### src/psf_pkg.sv
// Purpose: Shared constants and types for the sequencing and fault registers
// Assumes: 25 MHz core clock, two paged outputs
// Notes: Command codes are the byte values sent on the management port
package psf_pkg;
    // ****************************************************************
    // Command codes
    // ****************************************************************
    localparam logic [7:0] CMD_IIN_OC_LIMIT = 8'h5B;
    localparam logic [7:0] CMD_ON_DLY = 8'h60;
    localparam logic [7:0] CMD_TON_RAMP = 8'h61;
    localparam logic [7:0] CMD_OFF_DLY = 8'h64;
    localparam logic [7:0] CMD_TOFF_RAMP = 8'h65;
    localparam logic [7:0] CMD_FAULT_SUMMARY = 8'h78;
    // ****************************************************************
    // Reset values and accepted ranges
    // ****************************************************************
    localparam logic [15:0] RST_IIN_OC_LIMIT = 16'h0032;
    localparam logic [15:0] RST_ON_DLY = 16'h0014;
    localparam logic [15:0] RST_TON_RAMP = 16'h01F4;
    localparam logic [15:0] RST_OFF_DLY = 16'h0000;
    localparam logic [15:0] RST_TOFF_RAMP = 16'h01F4;
    localparam logic [7:0] RST_SUMMARY = 8'h40;
    localparam logic [15:0] IIN_OC_MAX = 16'h0032;
    localparam logic [15:0] ON_DLY_MIN = 16'h0014;
    localparam logic [15:0] RAMP_MAX = 16'h2710;
    localparam logic [15:0] OFF_DLY_MAX = 16'h2710;
    // ****************************************************************
    // Fault summary bit positions
    // ****************************************************************
    localparam int FS_UNUSED = 7;
    localparam int FS_OFF = 6;
    localparam int FS_OV = 5;
    localparam int FS_OC = 4;
    localparam int FS_VIN_UV = 3;
    localparam int FS_TEMP = 2;
    localparam int FS_COMM = 1;
    localparam int FS_OTHER = 0;
    // ****************************************************************
    // Timing
    // ****************************************************************
    localparam int CLK_PERIOD_NS = 40;
    localparam int US_NS = 1000;
    localparam int DELAY_UNIT_US = 10;
    localparam int CYC_PER_US = (US_NS + CLK_PERIOD_NS - 1) / CLK_PERIOD_NS;
    localparam int PRE_W = $clog2(CYC_PER_US);
    localparam logic [PRE_W-1:0] PRE_LAST = PRE_W'(CYC_PER_US - 1);
    localparam int TIME_W = 20;
    // ****************************************************************
    // Sequencer states
    // ****************************************************************
    typedef enum logic [2:0] {
        SEQ_OFF, SEQ_ON_WAIT, SEQ_RISE, SEQ_ON, SEQ_OFF_WAIT, SEQ_FALL
    } psf_seq_e;
endpackage

### src/psf_seq_if.sv
// Purpose: Settings and state between register bank and one sequencer
// Assumes: One instance per output
// Notes: Ramp values arriving here are already the committed copies
`timescale 1ns/1ps
interface psf_seq_if;
    import psf_pkg::*;
    logic enable;
    logic [15:0] on_delay;
    logic [15:0] on_ramp;
    logic [15:0] off_delay;
    logic [15:0] off_ramp;
    psf_seq_e state;
    logic powered;
    modport ctrl (output enable, on_delay, on_ramp, off_delay, off_ramp,
        input state, powered);
    modport seq (input enable, on_delay, on_ramp, off_delay, off_ramp,
        output state, powered);
endinterface

### src/psf_seq.sv
// Purpose: Turn-on and turn-off timing for one output
// Assumes: Delay counts are 10 us each, ramp counts 1 us each
// Notes: Elapsed time restarts on every state change
`timescale 1ns/1ps
module psf_seq
    import psf_pkg::*;
(
    input wire logic sys_clk,
    input wire logic sys_rst,
    psf_seq_if.seq link
);
    logic [PRE_W-1:0] pre_reg;
    logic [TIME_W-1:0] cnt_reg;
    logic [TIME_W-1:0] target;
    psf_seq_e state_reg;
    psf_seq_e state_next;
    logic done;

    // Scale a register count to microseconds
    function automatic logic [TIME_W-1:0] to_us(input logic [15:0] v,
        input logic x10);
        logic [TIME_W-1:0] w;
        w = {4'h0, v};
        to_us = x10 ? TIME_W'(w * DELAY_UNIT_US) : w;
    endfunction

    // Time to spend in the current state
    always_comb
    begin
        case (state_reg)
            SEQ_ON_WAIT: target = to_us(link.on_delay, 1'b1);
            SEQ_RISE: target = to_us(link.on_ramp, 1'b0);
            SEQ_OFF_WAIT: target = to_us(link.off_delay, 1'b1);
            SEQ_FALL: target = to_us(link.off_ramp, 1'b0);
            default: target = '0;
        endcase
    end
    assign done = cnt_reg >= target;

    // Delay, ramp, hold, then the reverse on disable
    always_comb
    begin
        state_next = state_reg;
        case (state_reg)
            SEQ_OFF: if (link.enable) state_next = SEQ_ON_WAIT; // RQ13
            SEQ_ON_WAIT:
                if (!link.enable) state_next = SEQ_OFF;
                else if (done) state_next = SEQ_RISE; // RQ13
            SEQ_RISE:
                if (!link.enable) state_next = SEQ_OFF_WAIT;
                else if (done) state_next = SEQ_ON; // RQ13
            SEQ_ON: if (!link.enable) state_next = SEQ_OFF_WAIT; // RQ13
            SEQ_OFF_WAIT:
                if (link.enable) state_next = SEQ_ON;
                else if (done) state_next = SEQ_FALL; // RQ13
            SEQ_FALL:
                if (link.enable) state_next = SEQ_ON_WAIT;
                else if (done) state_next = SEQ_OFF; // RQ13
            default: state_next = SEQ_OFF;
        endcase
    end

    // State register
    always_ff @(posedge sys_clk)
    begin
        if (sys_rst) state_reg <= SEQ_OFF;
        else state_reg <= state_next;
    end

    // Microsecond prescaler and elapsed time
    always_ff @(posedge sys_clk)
    begin
        if (sys_rst || state_next != state_reg)
        begin
            pre_reg <= '0;
            cnt_reg <= '0;
        end
        else if (pre_reg == PRE_LAST)
        begin
            pre_reg <= '0;
            cnt_reg <= cnt_reg + TIME_W'(1);
        end
        else pre_reg <= pre_reg + PRE_W'(1);
    end

    assign link.state = state_reg;
    assign link.powered = state_reg != SEQ_OFF && state_reg != SEQ_ON_WAIT;
endmodule

### src/psf_fault.sv
// Purpose: Global fault summary byte for both outputs
// Assumes: Fault inputs are levels from the detailed status logic
// Notes: Registered, one cycle behind its sources
`timescale 1ns/1ps
module psf_fault
    import psf_pkg::*;
(
    input wire logic sys_clk,
    input wire logic sys_rst,
    input wire logic [1:0] powered,
    input wire logic [1:0] ov,
    input wire logic [1:0] oc,
    input wire logic vin_uv,
    input wire logic temp,
    input wire logic comm,
    input wire logic other,
    output logic [7:0] summary_reg
);
    logic [7:0] summary_next;

    // Either output's condition is reported in the shared byte
    always_comb
    begin
        summary_next = 8'h00; // RQ9
        summary_next[FS_UNUSED] = 1'b0; // RQ10
        summary_next[FS_OFF] = ~&powered; // RQ10
        summary_next[FS_OV] = |ov; // RQ11
        summary_next[FS_OC] = |oc; // RQ11
        summary_next[FS_VIN_UV] = vin_uv; // RQ11
        summary_next[FS_TEMP] = temp; // RQ12
        summary_next[FS_COMM] = comm; // RQ12
        summary_next[FS_OTHER] = other; // RQ12
    end

    // Summary register
    always_ff @(posedge sys_clk)
    begin
        if (sys_rst) summary_reg <= RST_SUMMARY;
        else summary_reg <= summary_next;
    end
endmodule

### src/psf_regs.sv
// Purpose: Command register bank for sequencing timing and fault summary
// Assumes: Command port decoded by the serial front end, one cycle a command
// Notes: Ramp times and input current limit take effect on commit
`timescale 1ns/1ps
// Function
// [RQ1] Input current limit: 16-bit amps, reset 50, 0..50, used after commit.
// [RQ2] Turn-on delay resets to 20 counts, meaning 200 us.
// [RQ3] Turn-on delay count is 10 us, usable 200 us to 655,340 us; the code accepts up to 65535 counts, 655,350 us.
// [RQ4] Turn-on ramp: 1 us per count, 0 to 10,000, reset 500.
// [RQ5] Host commits after changing turn-on ramp or output voltage target.
// [RQ6] Turn-off delay: 10 us per count, up to 100,000 us, reset 0.
// [RQ7] Turn-off ramp: 1 us per count, 0 to 10,000, reset 500.
// [RQ8] Host commits after changing turn-off ramp or output voltage target.
// [RQ9] Fault summary is global, read-only, covers both outputs.
// [RQ10] Bit 6 set when an output gives no power; bit 7 reads zero.
// [RQ11] Bit 5 output overvoltage, 4 output overcurrent, 3 input undervoltage.
// [RQ12] Bits 2, 1, 0: temperature, comm/memory/logic, any other change.
// [RQ13] Sequencer waits delay then ramps on enable; reverse on disable.
// [RQ14] Commit-type writes sit in a shadow until the commit command.
module psf_regs
    import psf_pkg::*;
#(
    parameter int OUTPUTS = 2
)
(
    input wire logic sys_clk,
    input wire logic sys_rst,
    input wire logic cmd_valid,
    input wire logic cmd_write,
    input wire logic [7:0] cmd_code,
    input wire logic cmd_page,
    input wire logic [15:0] cmd_wdata,
    input wire logic commit_settings_command,
    input wire logic clear_faults,
    input wire logic [1:0] out_enable,
    input wire logic [1:0] output_overvoltage_flag,
    input wire logic [1:0] output_overcurrent_flag,
    input wire logic input_undervoltage_flag,
    input wire logic temperature_flag,
    input wire logic other_status_flag,
    output logic [15:0] rd_data_reg,
    output logic rd_valid_reg,
    output logic comm_memory_logic_flag_reg,
    output logic [15:0] iin_oc_active_reg,
    output logic [1:0] out_powered_reg,
    output logic [1:0] out_rising_reg,
    output logic [1:0] out_falling_reg
);
    // ****************************************************************
    // Storage
    // ****************************************************************
    logic [15:0] iin_oc_shadow_reg;
    logic [15:0] on_delay_reg [OUTPUTS];
    logic [15:0] off_delay_reg [OUTPUTS];
    logic [15:0] on_ramp_sh_reg [OUTPUTS];
    logic [15:0] on_ramp_act_reg [OUTPUTS];
    logic [15:0] off_ramp_sh_reg [OUTPUTS];
    logic [15:0] off_ramp_act_reg [OUTPUTS];
    logic [7:0] summary;
    logic [1:0] powered;
    logic [1:0] rising;
    logic [1:0] falling;
    logic wr_go;
    logic bad_go;
    logic [15:0] rd_data_next;

    // Known command codes
    function automatic logic known(input logic [7:0] c);
        known = c == CMD_IIN_OC_LIMIT || c == CMD_ON_DLY
            || c == CMD_TON_RAMP || c == CMD_OFF_DLY
            || c == CMD_TOFF_RAMP || c == CMD_FAULT_SUMMARY;
    endfunction

    // Range check of a write; read-only targets never pass
    function automatic logic write_ok(input logic [7:0] c,
        input logic [15:0] d);
        case (c)
            CMD_IIN_OC_LIMIT: write_ok = d <= IIN_OC_MAX; // RQ1
            CMD_ON_DLY: write_ok = d >= ON_DLY_MIN; // RQ3
            CMD_TON_RAMP: write_ok = d <= RAMP_MAX; // RQ4
            CMD_OFF_DLY: write_ok = d <= OFF_DLY_MAX; // RQ6
            CMD_TOFF_RAMP: write_ok = d <= RAMP_MAX; // RQ7
            default: write_ok = 1'b0; // RQ9
        endcase
    endfunction

    // Accepted writes and refused commands
    assign wr_go = cmd_valid && cmd_write && write_ok(cmd_code, cmd_wdata);
    assign bad_go = cmd_valid && (cmd_write ? !write_ok(cmd_code, cmd_wdata)
        : !known(cmd_code));

    // ****************************************************************
    // Global input current limit, shadow then active
    // ****************************************************************
    always_ff @(posedge sys_clk)
    begin
        if (sys_rst) iin_oc_shadow_reg <= RST_IIN_OC_LIMIT; // RQ1
        else if (wr_go && cmd_code == CMD_IIN_OC_LIMIT)
            iin_oc_shadow_reg <= cmd_wdata; // RQ14
    end

    // Active limit moves only on commit
    always_ff @(posedge sys_clk)
    begin
        if (sys_rst) iin_oc_active_reg <= RST_IIN_OC_LIMIT;
        else if (commit_settings_command)
            iin_oc_active_reg <= iin_oc_shadow_reg; // RQ1
    end

    // ****************************************************************
    // Paged timing registers and sequencers
    // ****************************************************************
    for (genvar i = 0; i < OUTPUTS; i++)
    begin : g_out
        logic sel;
        psf_seq_if link ();
        assign sel = wr_go && cmd_page == 1'(i);

        // Delays act at once
        always_ff @(posedge sys_clk)
        begin
            if (sys_rst)
            begin
                on_delay_reg[i] <= RST_ON_DLY; // RQ2
                off_delay_reg[i] <= RST_OFF_DLY; // RQ6
            end
            else if (sel && cmd_code == CMD_ON_DLY)
                on_delay_reg[i] <= cmd_wdata; // RQ3
            else if (sel && cmd_code == CMD_OFF_DLY)
                off_delay_reg[i] <= cmd_wdata; // RQ6
        end

        // Ramp shadows take writes
        always_ff @(posedge sys_clk)
        begin
            if (sys_rst)
            begin
                on_ramp_sh_reg[i] <= RST_TON_RAMP; // RQ4
                off_ramp_sh_reg[i] <= RST_TOFF_RAMP; // RQ7
            end
            else if (sel && cmd_code == CMD_TON_RAMP)
                on_ramp_sh_reg[i] <= cmd_wdata; // RQ14
            else if (sel && cmd_code == CMD_TOFF_RAMP)
                off_ramp_sh_reg[i] <= cmd_wdata; // RQ14
        end

        // Active ramps copied on commit
        always_ff @(posedge sys_clk)
        begin
            if (sys_rst)
            begin
                on_ramp_act_reg[i] <= RST_TON_RAMP;
                off_ramp_act_reg[i] <= RST_TOFF_RAMP;
            end
            else if (commit_settings_command) // RQ5 RQ8
            begin
                on_ramp_act_reg[i] <= on_ramp_sh_reg[i]; // RQ14
                off_ramp_act_reg[i] <= off_ramp_sh_reg[i]; // RQ14
            end
        end

        // Feed the sequencer
        assign link.enable = out_enable[i];
        assign link.on_delay = on_delay_reg[i];
        assign link.on_ramp = on_ramp_act_reg[i];
        assign link.off_delay = off_delay_reg[i];
        assign link.off_ramp = off_ramp_act_reg[i];
        assign powered[i] = link.powered;
        assign rising[i] = link.state == SEQ_RISE;
        assign falling[i] = link.state == SEQ_FALL;

        psf_seq u_seq (
            .sys_clk(sys_clk),
            .sys_rst(sys_rst),
            .link(link)
        );
    end

    // ****************************************************************
    // Fault summary
    // ****************************************************************
    always_ff @(posedge sys_clk)
    begin
        if (sys_rst) comm_memory_logic_flag_reg <= 1'b0;
        else if (bad_go) comm_memory_logic_flag_reg <= 1'b1; // RQ12
        else if (clear_faults) comm_memory_logic_flag_reg <= 1'b0;
    end

    psf_fault u_fault (
        .sys_clk(sys_clk),
        .sys_rst(sys_rst),
        .powered(powered),
        .ov(output_overvoltage_flag),
        .oc(output_overcurrent_flag),
        .vin_uv(input_undervoltage_flag),
        .temp(temperature_flag),
        .comm(comm_memory_logic_flag_reg),
        .other(other_status_flag),
        .summary_reg(summary)
    );

    // ****************************************************************
    // Read path
    // ****************************************************************
    always_comb
    begin
        case (cmd_code)
            CMD_IIN_OC_LIMIT: rd_data_next = iin_oc_shadow_reg;
            CMD_ON_DLY: rd_data_next = on_delay_reg[cmd_page];
            CMD_TON_RAMP: rd_data_next = on_ramp_sh_reg[cmd_page];
            CMD_OFF_DLY: rd_data_next = off_delay_reg[cmd_page];
            CMD_TOFF_RAMP: rd_data_next = off_ramp_sh_reg[cmd_page];
            CMD_FAULT_SUMMARY: rd_data_next = {8'h00, summary}; // RQ9
            default: rd_data_next = 16'h0000;
        endcase
    end

    // Read answer one cycle after the request
    always_ff @(posedge sys_clk)
    begin
        if (sys_rst)
        begin
            rd_data_reg <= 16'h0000;
            rd_valid_reg <= 1'b0;
        end
        else
        begin
            rd_valid_reg <= cmd_valid && !cmd_write;
            if (cmd_valid && !cmd_write) rd_data_reg <= rd_data_next;
        end
    end

    // Sequencer state outputs
    always_ff @(posedge sys_clk)
    begin
        if (sys_rst)
        begin
            out_powered_reg <= 2'h0;
            out_rising_reg <= 2'h0;
            out_falling_reg <= 2'h0;
        end
        else
        begin
            out_powered_reg <= powered; // RQ13
            out_rising_reg <= rising;
            out_falling_reg <= falling;
        end
    end
endmodule

### config.mk
export PLATFORM = sky130hd
export DESIGN_NAME = psf_regs
export DESIGN_NICKNAME = d
export VERILOG_FILES = /design/src/psf_pkg.sv /design/src/psf_seq_if.sv /design/src/psf_seq.sv /design/src/psf_fault.sv /design/src/psf_regs.sv
export SDC_FILE = /design/constraint.sdc
export NUM_CORES = 1
export LEC_CHECK = 0
export BUFFER_PORTS_ARGS = -buffer_cell sky130_fd_sc_hd__buf_4
export CORE_MARGIN = 2
export CORE_UTILIZATION = 50
export CTS_CLUSTER_SIZE = 10
export DETAILED_ROUTE_END_ITERATION = 12
export PLACE_DENSITY_LB_ADDON = 0.05
export SETUP_SLACK_MARGIN = 0.3
export SLEW_MARGIN = 20
export SYNTH_ARGS = -nofsm -noshare
export SYNTH_HDL_FRONTEND = slang
export SYNTH_SLANG_ARGS = --single-unit
export TNS_END_PERCENT = 100
### constraint.sdc
create_clock -name sys_clk -period 6.22 [get_ports sys_clk]
set_input_delay 1.244 -clock sys_clk [delete_from_list [all_inputs] [get_ports sys_clk]]
set_output_delay 1.244 -clock sys_clk [all_outputs]
set_load 0.05 [all_outputs]
==> results of run 1 <==
critical path: stages, from the launching register on:
cell	delay, ps
edfxtp_1	450
ha_1	380
ha_1	310
a21o_1	180
a21oi_1	230
o21bai_1	120
o31ai_1	280
o21ai_0	220
o41ai_2	310
o21ai_0	220
xor2_1	180
a22oi_1	230
ha_1	280
a21o_1	160
a21oi_1	140
nor2b_1	70
a2111oi_2	410
inv_1	100
o41ai_1	330
nor2_1	230
buf_4	250
nor3_1	190
cell type report:
type                            count  area share (%)
Inverter                           16          0.3022
Clock inverter                      4          0.3211
Clock buffer                       62           5.491
Timing Repair Buffer              114           4.307
Tap cell                          455           2.865
Sequential cell                   311           41.00
Multi-Input combinational cell   1278           45.71
cells in the mapped netlist, types with 18 or more instances:
master | instances | area, sq um
nand2_1 | 85 | 319.1
a22oi_1 | 21 | 157.7
mux2_2 | 20 | 225.2
a211oi_1 | 23 | 172.7
xnor2_1 | 44 | 385.4
nand2b_1 | 44 | 275.3
a221oi_1 | 28 | 245.2
xor2_1 | 44 | 385.4
and3_1 | 36 | 225.2
dfxtp_1 | 119 | 2382
and2_1 | 57 | 356.6
nor2b_1 | 31 | 193.9
clkbuf_1 | 59 | 221.5
ha_1 | 158 | 1977
edfxtp_1 | 192 | 5766
a21oi_1 | 64 | 320.3
a31oi_1 | 18 | 112.6
a21o_1 | 25 | 187.7
nor3_1 | 54 | 270.3
nand3_1 | 38 | 190.2
mux2i_1 | 53 | 530.5
or3_1 | 19 | 118.9
o21ai_0 | 54 | 270.3
nor2_1 | 194 | 728.2
kinds of logic (layout without fill, tap and decap cells):
kind of cell               count (synthesis)  after routing  synth area share [%]
DFF                                      311            311                 46.40
muxes                                     76             76                 4.689
xor gates and xnor gates                  88             88                 4.390
other                                      1             12               0.02136
adders and majority gates                162            162                 11.72
AOI/OAI and AO/OA                        335            335                 13.19
and+or+nand+nor                          605            605                 17.34
buffers and inverters                    100            196                 2.252
stage by stage:
stage	std cells	worst slack (ps)	util, %	hold WS [ps]
final	2240	868.9	57.52	464.6
after global routing	2240	361.9	57.52	494.1
after CTS	2240	508.1	57.48	467.0
after detailed placement	2174	539.8	54.14	454.3
after global placement	2174	600.8	54.14	445.9
after floorplan	1689	1515	-	429.7
how the worst min path moves through the flow:
stage	end	slack, ps	cells past startpoint
4_1_cts	g_out[0].u_seq.pre_reg[0]	470	1
2_1_floorplan	g_out[0].u_seq.pre_reg[0]	430	1
5_1_grt	g_out[0].u_seq.pre_reg[0]	490	1
6_report	g_out[0].u_seq.pre_reg[0]	460	1
3_5_place_dp	g_out[0].u_seq.pre_reg[0]	450	1
3_3_place_gp	g_out[0].u_seq.pre_reg[0]	450	1
power groups by stage:
stage	sequential (mW)	clock, mW	combinational (mW)
6_report	2.36	2.07	0.787
5_1_grt	2.37	2.19	0.870
4_1_cts	2.36	2.11	0.783
3_5_place_dp	2.40	0	0.777
3_3_place_gp	2.40	0	0.768
2_1_floorplan	2.38	0	0.537
routing by layer:
metal  routed length (um)  vias up
li1                     -     6360
met1                23540     6422
met2                22040      484
met3                 3708      106
met4                 2267        0
met5                    0        -
timing repair:
| item | in CTS | in global routing |
|---|---|---|
| hold buffers | 0 | 0 |
| gates resized for setup | 0 | 3 |
| endpoints found under the setup margin | 0 | 26 |
==> flow_summary.rst, run 1 <==
.. list-table::
   :header-rows: 1

   * - Metric
     - Value
   * - Run status
     - completed
   * - Wire length of the first global-routing pass
     - 78,330 um
   * - Combinational power share
     - 15.1%
   * - DRC violations left
     - 0
   * - Largest buffer count on any clock path
     - 3
   * - Type of the most critical hold path
     - flop to flop
   * - Data required time of the worst path
     - 6690 ps
   * - Area overhead of the layout relative to synthesis
     - 13.17%
   * - Length of the first detailed-routing pass in iterations
     - 5
   * - Global routing met2 resource utilization
     - 43.42%
   * - Num CTS Buffers
     - 38
   * - Horizontal die dimension
     - 191.4 um
   * - Internal Dissipation
     - 3.802 mW
   * - I/O Buffers
     - 79
   * - Max Fclk
     - 186.9 MHz
   * - Start-to-end type of the worst setup path
     - flop to flop
   * - Period Utilization, post-route
     - 86.03%
   * - Part of the power in the clock network
     - 39.7%
   * - IR Drop Worst-Case VDD
     - 0.1881 mV
   * - Most common flop cell mapped by yosys
     - edfxtp_1
   * - Area used by sequential logic in the layout
     - 8148 sq um
   * - Number of nets still failing antenna checks after routing
     - 0
   * - Sw Pwr
     - 1.424 mW
   * - Clock net sink count
     - 311
   * - Post-CTS Repair Setup Buffers
     - 0
   * - Capture point of the worst reg-to-reg path
     - g_out[1].u_seq.cnt_reg[13]
   * - Count of maximum capacitance violations
     - 0
   * - Critical path destination
     - g_out[1].u_seq.cnt_reg[13]
   * - Worst-case register-to-register setup slack
     - 870 ps
   * - Maximum number of pins on one net before global-route repair
     - 58
   * - Worst reg-to-reg path cell count
     - 21
   * - Number of register bits inferred by synthesis
     - 311
   * - Clock transition at the registers of the reported paths
     - 60 ps
   * - CTS H-tree lvls
     - 2
   * - Number of fill cells in the layout
     - 3,057
   * - Setup-violating endpoint count in the final report
     - 0
   * - Startpoint types
     - flop
   * - Top library cells by usage in the layout, fill and taps aside
     - 194 x nor2_1, 192 x edfxtp_1, 158 x ha_1
   * - Worst r2r src
     - off_delay_reg[1][2]
   * - Footprint of the multi-input gates
     - 9082 sq um
   * - Final std cell area, no fill
     - 19,870 sq um
   * - IO Count
     - 80
   * - Cell count after synthesis
     - 1,678
   * - All-layer global routing usage
     - 28.63%
   * - Share of the yosys chip area belonging to registers
     - 46.40%
   * - Crit. Startpoint
     - off_delay_reg[1][2]
   * - Share of power burned in registers
     - 45.2%
   * - Post-detailed-route wirelength per cell
     - 23.02 um
   * - Overall overflow remaining after global route
     - 0
   * - Flip-flop count of the largest register, all copies and words added
     - 40
   * - Core box area
     - 34,540 sq um
   * - Post-synth ARST share
     - 0%
   * - Antenna violations before repair
     - 0
   * - Launch instance of the worst min-delay path
     - g_out[0].u_seq.pre_reg[0]
   * - Die Area
     - 36,630 sq um
   * - Fin crit period
     - 5351 ps
   * - Commonest non-fill, non-tap cell in the layout
     - nor2_1
   * - Endpoint class of the critical path
     - flop
   * - Power density over the cells
     - 263.0 nW/um^2
   * - RSZ-0062 raised after global routing
     - false
   * - Most used routing layer
     - met2
   * - Number of enable-type register cells in the synthesized netlist
     - 192
   * - Met1 layer usage reported by global route
     - 41.08%
   * - Clk_lat worst skew
     - 550 ps
   * - Clock Skew
     - 15.27 ps
   * - Relative slew slack
     - 31.38%
   * - Detailed-route vias per instance
     - 5.970
   * - Global placer's final weighted congestion
     - 0.9036
   * - Placement Cell Area
     - 18,700 sq um
   * - Half-perimeter wire length of the detailed placement result
     - 38,560 um
   * - Starting Density
     - 50.83%
   * - Via Count
     - 13,370
   * - Leakage power
     - 7.732 nW
   * - Final Hold Fails
     - 0
   * - Worst path arrival time
     - 5820 ps
   * - CTS tree
     - built
   * - Final Net Count
     - 1,961
   * - Yosys warning count
     - 0
   * - DRT Wirelength
     - 51,560 um
   * - Site row count
     - 68
   * - Fraction of layout cells with a size suffix above 1
     - 11.43%
   * - Final-report max-slew violation count
     - 0
   * - Worst-path maximum fanout
     - 15
   * - TNS Setup
     - 0 ps
   * - Switching Share
     - 27.25%
   * - Distinct cell type count of the synthesized netlist
     - 76
   * - Post-synthesis average cell area
     - 10.46 sq um
   * - GR Util met3
     - 4.223%
   * - Die height
     - 191.4 um
   * - Worst Tran Pin Value
     - 1021 ps
   * - Antenna diode instance count
     - 0
   * - Vias in the first global route
     - 13,070
   * - Clk root buf
     - clkbuf_16
   * - Overall Power
     - 5.226 mW
   * - Post-Synthesis Cell Area
     - 17,560 sq um
   * - Violation count after the first detailed-routing iteration
     - 1,112
Power figures use the tool's default switching activity.
==> inputs of run 2 (changes only) <==
--- a/config.mk
+++ b/config.mk
@@ -6,6 +6,7 @@
 export NUM_CORES = 1
 export LEC_CHECK = 0
 export BUFFER_PORTS_ARGS = -buffer_cell sky130_fd_sc_hd__buf_4
+export CORE_ASPECT_RATIO = 1.5
 export CORE_MARGIN = 2
 export CORE_UTILIZATION = 50
 export CTS_CLUSTER_SIZE = 10
==> flow_summary.rst, run 2 (synthesized netlist as in run 1, its figures left out) <==
.. list-table::
   :header-rows: 1

   * - Metric
     - Value
   * - Run status
     - completed (unchanged)
   * - Worst-case register-to-register setup slack
     - 800 ps (was 870 ps)
   * - CTS H-tree lvls
     - 2 (unchanged)
   * - Post-detailed-route wirelength per cell
     - 23.25 um (was 23.02 um)
   * - Period Utilization, post-route
     - 87.18% (was 86.03%)
   * - Relative slew slack
     - 26.78% (was 31.38%)
   * - Commonest non-fill, non-tap cell in the layout
     - nor2_1 (unchanged)
   * - Core box area
     - 34,790 sq um (was 34,540 sq um)
   * - All-layer global routing usage
     - 29.40% (was 28.63%)
   * - Clock Skew
     - 21.32 ps (was 15.27 ps)
   * - Clock transition at the registers of the reported paths
     - 60 ps (about the same)
   * - Fin crit period
     - 5423 ps (was 5351 ps)
   * - Starting Density
     - 50.47% (was 50.83%)
   * - Clk root buf
     - clkbuf_16 (unchanged)
   * - I/O Buffers
     - 79 (unchanged)
   * - Placement Cell Area
     - 18,770 sq um (was 18,700 sq um)
   * - Number of nets still failing antenna checks after routing
     - 0 (unchanged)
   * - Launch instance of the worst min-delay path
     - g_out[0].u_seq.pre_reg[0] (unchanged)
   * - Post-Place Setup Slack
     - 666.0 ps (was 539.8 ps)
   * - Maximum number of pins on one net before global-route repair
     - 64 (was 58)
   * - Die height
     - 233.5 um (was 191.4 um)
   * - Clock net sink count
     - 311 (unchanged)
   * - Overall overflow remaining after global route
     - 0 (unchanged)
   * - Die Area
     - 36,660 sq um (was 36,630 sq um)
   * - Area overhead of the layout relative to synthesis
     - 13.10% (was 13.17%)
   * - Setup-violating endpoint count in the final report
     - 0 (unchanged)
   * - Final Net Count
     - 1,966 (was 1,961)
   * - Num CTS Buffers
     - 37 (was 38)
   * - Length of the first detailed-routing pass in iterations
     - 5 (unchanged)
   * - Worst-path maximum fanout
     - 19 (was 15)
   * - CTS tree
     - built (unchanged)
   * - Via Count
     - 13,450 (was 13,370)
   * - Top library cells by usage in the layout, fill and taps aside
     - 193 x nor2_1, 192 x edfxtp_1, 158 x ha_1 (was 194 x nor2_1, 192 x edfxtp_1, 158 x ha_1)
   * - IO Count
     - 80 (unchanged)
   * - Wire length of the first global-routing pass
     - 80,250 um (was 78,330 um)
   * - Worst path arrival time
     - 5860 ps (was 5820 ps)
   * - Final WS setup
     - 797.2 ps (was 868.9 ps)
   * - Clk_lat worst skew
     - 540 ps (was 550 ps)
   * - Vias in the first global route
     - 13,650 (was 13,070)
   * - Flip-flop count of the largest register, all copies and words added
     - 40 (unchanged)
   * - Data required time of the worst path
     - 6660 ps (was 6690 ps)
   * - Site row count
     - 84 (was 68)
   * - IR Drop Worst-Case VDD
     - 0.2703 mV (was 0.1881 mV)
   * - Startpoint types
     - flop (unchanged)
   * - Fraction of layout cells with a size suffix above 1
     - 11.53% (was 11.43%)
   * - TNS Setup
     - 0 ps (unchanged)
   * - Worst reg-to-reg path cell count
     - 22 (was 21)
   * - RSZ-0062 raised after global routing
     - false (unchanged)
   * - DRC violations left
     - 0 (unchanged)
   * - Max Fclk
     - 184.4 MHz (was 186.9 MHz)
   * - Type of the most critical hold path
     - flop to flop (unchanged)
   * - Global placer's final weighted congestion
     - 0.9224 (was 0.9036)
   * - Detailed-route vias per instance
     - 5.950 (was 5.970)
   * - Final worst hold slack
     - 467.6 ps (was 464.6 ps)
   * - Start-to-end type of the worst setup path
     - flop to flop (unchanged)
   * - Endpoint class of the critical path
     - flop (unchanged)
   * - Horizontal die dimension
     - 157.0 um (was 191.4 um)
   * - Power density over the cells
     - 258.0 nW/um^2 (was 263.0 nW/um^2)
   * - Half-perimeter wire length of the detailed placement result
     - 39,550 um (was 38,560 um)
   * - Worst Hold Endpoint
     - g_out[0].u_seq.pre_reg[0] (unchanged)
   * - DRT Wirelength
     - 52,560 um (was 51,560 um)
   * - Worst r2r src
     - off_delay_reg[1][3] (was off_delay_reg[1][2])
   * - WHS Path Cells
     - 1 (unchanged)
   * - Area used by sequential logic in the layout
     - 8148 sq um (unchanged)
   * - Antenna violations before repair
     - 1 (was 0)
   * - Final-report max-slew violation count
     - 0 (unchanged)
   * - Final Hold Fails
     - 0 (unchanged)
   * - Final std cell area, no fill
     - 19,860 sq um (was 19,870 sq um)
   * - Worst Tran Pin Value
     - 1087 ps (was 1021 ps)
   * - Largest buffer count on any clock path
     - 3 (unchanged)
   * - Count of maximum capacitance violations
     - 0 (unchanged)
   * - Number of fill cells in the layout
     - 3,036 (was 3,057)
   * - Overall Power
     - 5.124 mW (was 5.226 mW)
   * - Violation count after the first detailed-routing iteration
     - 978 (was 1,112)
   * - Footprint of the multi-input gates
     - 9084 sq um (was 9082 sq um)
   * - Leakage power
     - 7.714 nW (was 7.732 nW)
   * - Capture point of the worst reg-to-reg path
     - g_out[1].u_seq.cnt_reg[0] (was g_out[1].u_seq.cnt_reg[13])
run 2: cell type report:
class | count | share of cell area (%)
Clock inverter | 4 | 0.2835
Tap cell | 473 | 2.980
Multi-Input combinational cell | 1278 | 45.74
Antenna cell | 1 | 0.01260
Sequential cell | 311 | 41.03
Inverter | 16 | 0.3024
Timing Repair Buffer | 120 | 4.537
Clock buffer | 58 | 5.110
run 2: worst max-delay path by stage:
| stage | start | to | cells past startpoint |
|---|---|---|---|
| 2_1_floorplan | off_delay_reg[1][2] | g_out[1].u_seq.cnt_reg[10] | 21 |
| 5_1_grt | on_delay_reg[1][1] | g_out[1].u_seq.cnt_reg[5] | 22 |
| 3_5_place_dp | off_delay_reg[1][2] | g_out[1].u_seq.cnt_reg[0] | 22 |
| 3_3_place_gp | off_delay_reg[1][2] | g_out[1].u_seq.cnt_reg[17] | 22 |
| 6_report | off_delay_reg[1][3] | g_out[1].u_seq.cnt_reg[0] | 22 |
| 4_1_cts | off_delay_reg[1][2] | g_out[1].u_seq.cnt_reg[0] | 22 |
run 2: through the flow:
step	utilization, %	cells
after floorplan	-	1689
after global placement	53.95	2198
after detailed placement	53.96	2198
after CTS	57.04	2260
after global routing	57.08	2261
final	57.08	2261
run 2: critical path: stages, from the launching register on:
cell and delay [ps]:
edfxtp_1 440, ha_1 310, ha_1 230, fa_1 450, a211oi_2 300, o21ai_0 160, a31oi_1 270, nor2b_1 70
o21ai_0 260, nor2b_1 210, xnor2_1 80, a221oi_1 360, ha_1 310, a21o_1 170, a21oi_1 140, nor2_1 50
a2111oi_0 340, buf_4 180, inv_1 40, o41ai_1 310, nor2_1 190, buf_4 250, nor3_1 220
run 2: repair_timing:
item                                    CTS  global route
hold buffers                              0             0
gates resized for setup                   0             2
endpoints found under the setup margin    0            19
setup buffers                             0             0
run 2: where the power goes:
part | total, mW | leakage [nW] | internal [mW] | switching (mW)
Combinational | 0.798 | 4.36 | 0.320 | 0.478
Clock | 1.96 | 0.513 | 1.12 | 0.842
Sequential | 2.36 | 2.85 | 2.28 | 0.0836
Total | 5.12 | 7.71 | 3.72 | 1.40
run 2: routing by layer:
metal  share of wire, %  vias up  wire length, um  global-route usage, %
li1                   -     6366                -                      -
met1                 39     6464            20700                  34.84
met2                 48      462            25220                  49.52
met3                5.2      161             2731                  4.267
met4                7.4        0             3914                  19.15
met5                  0        -                0                      0
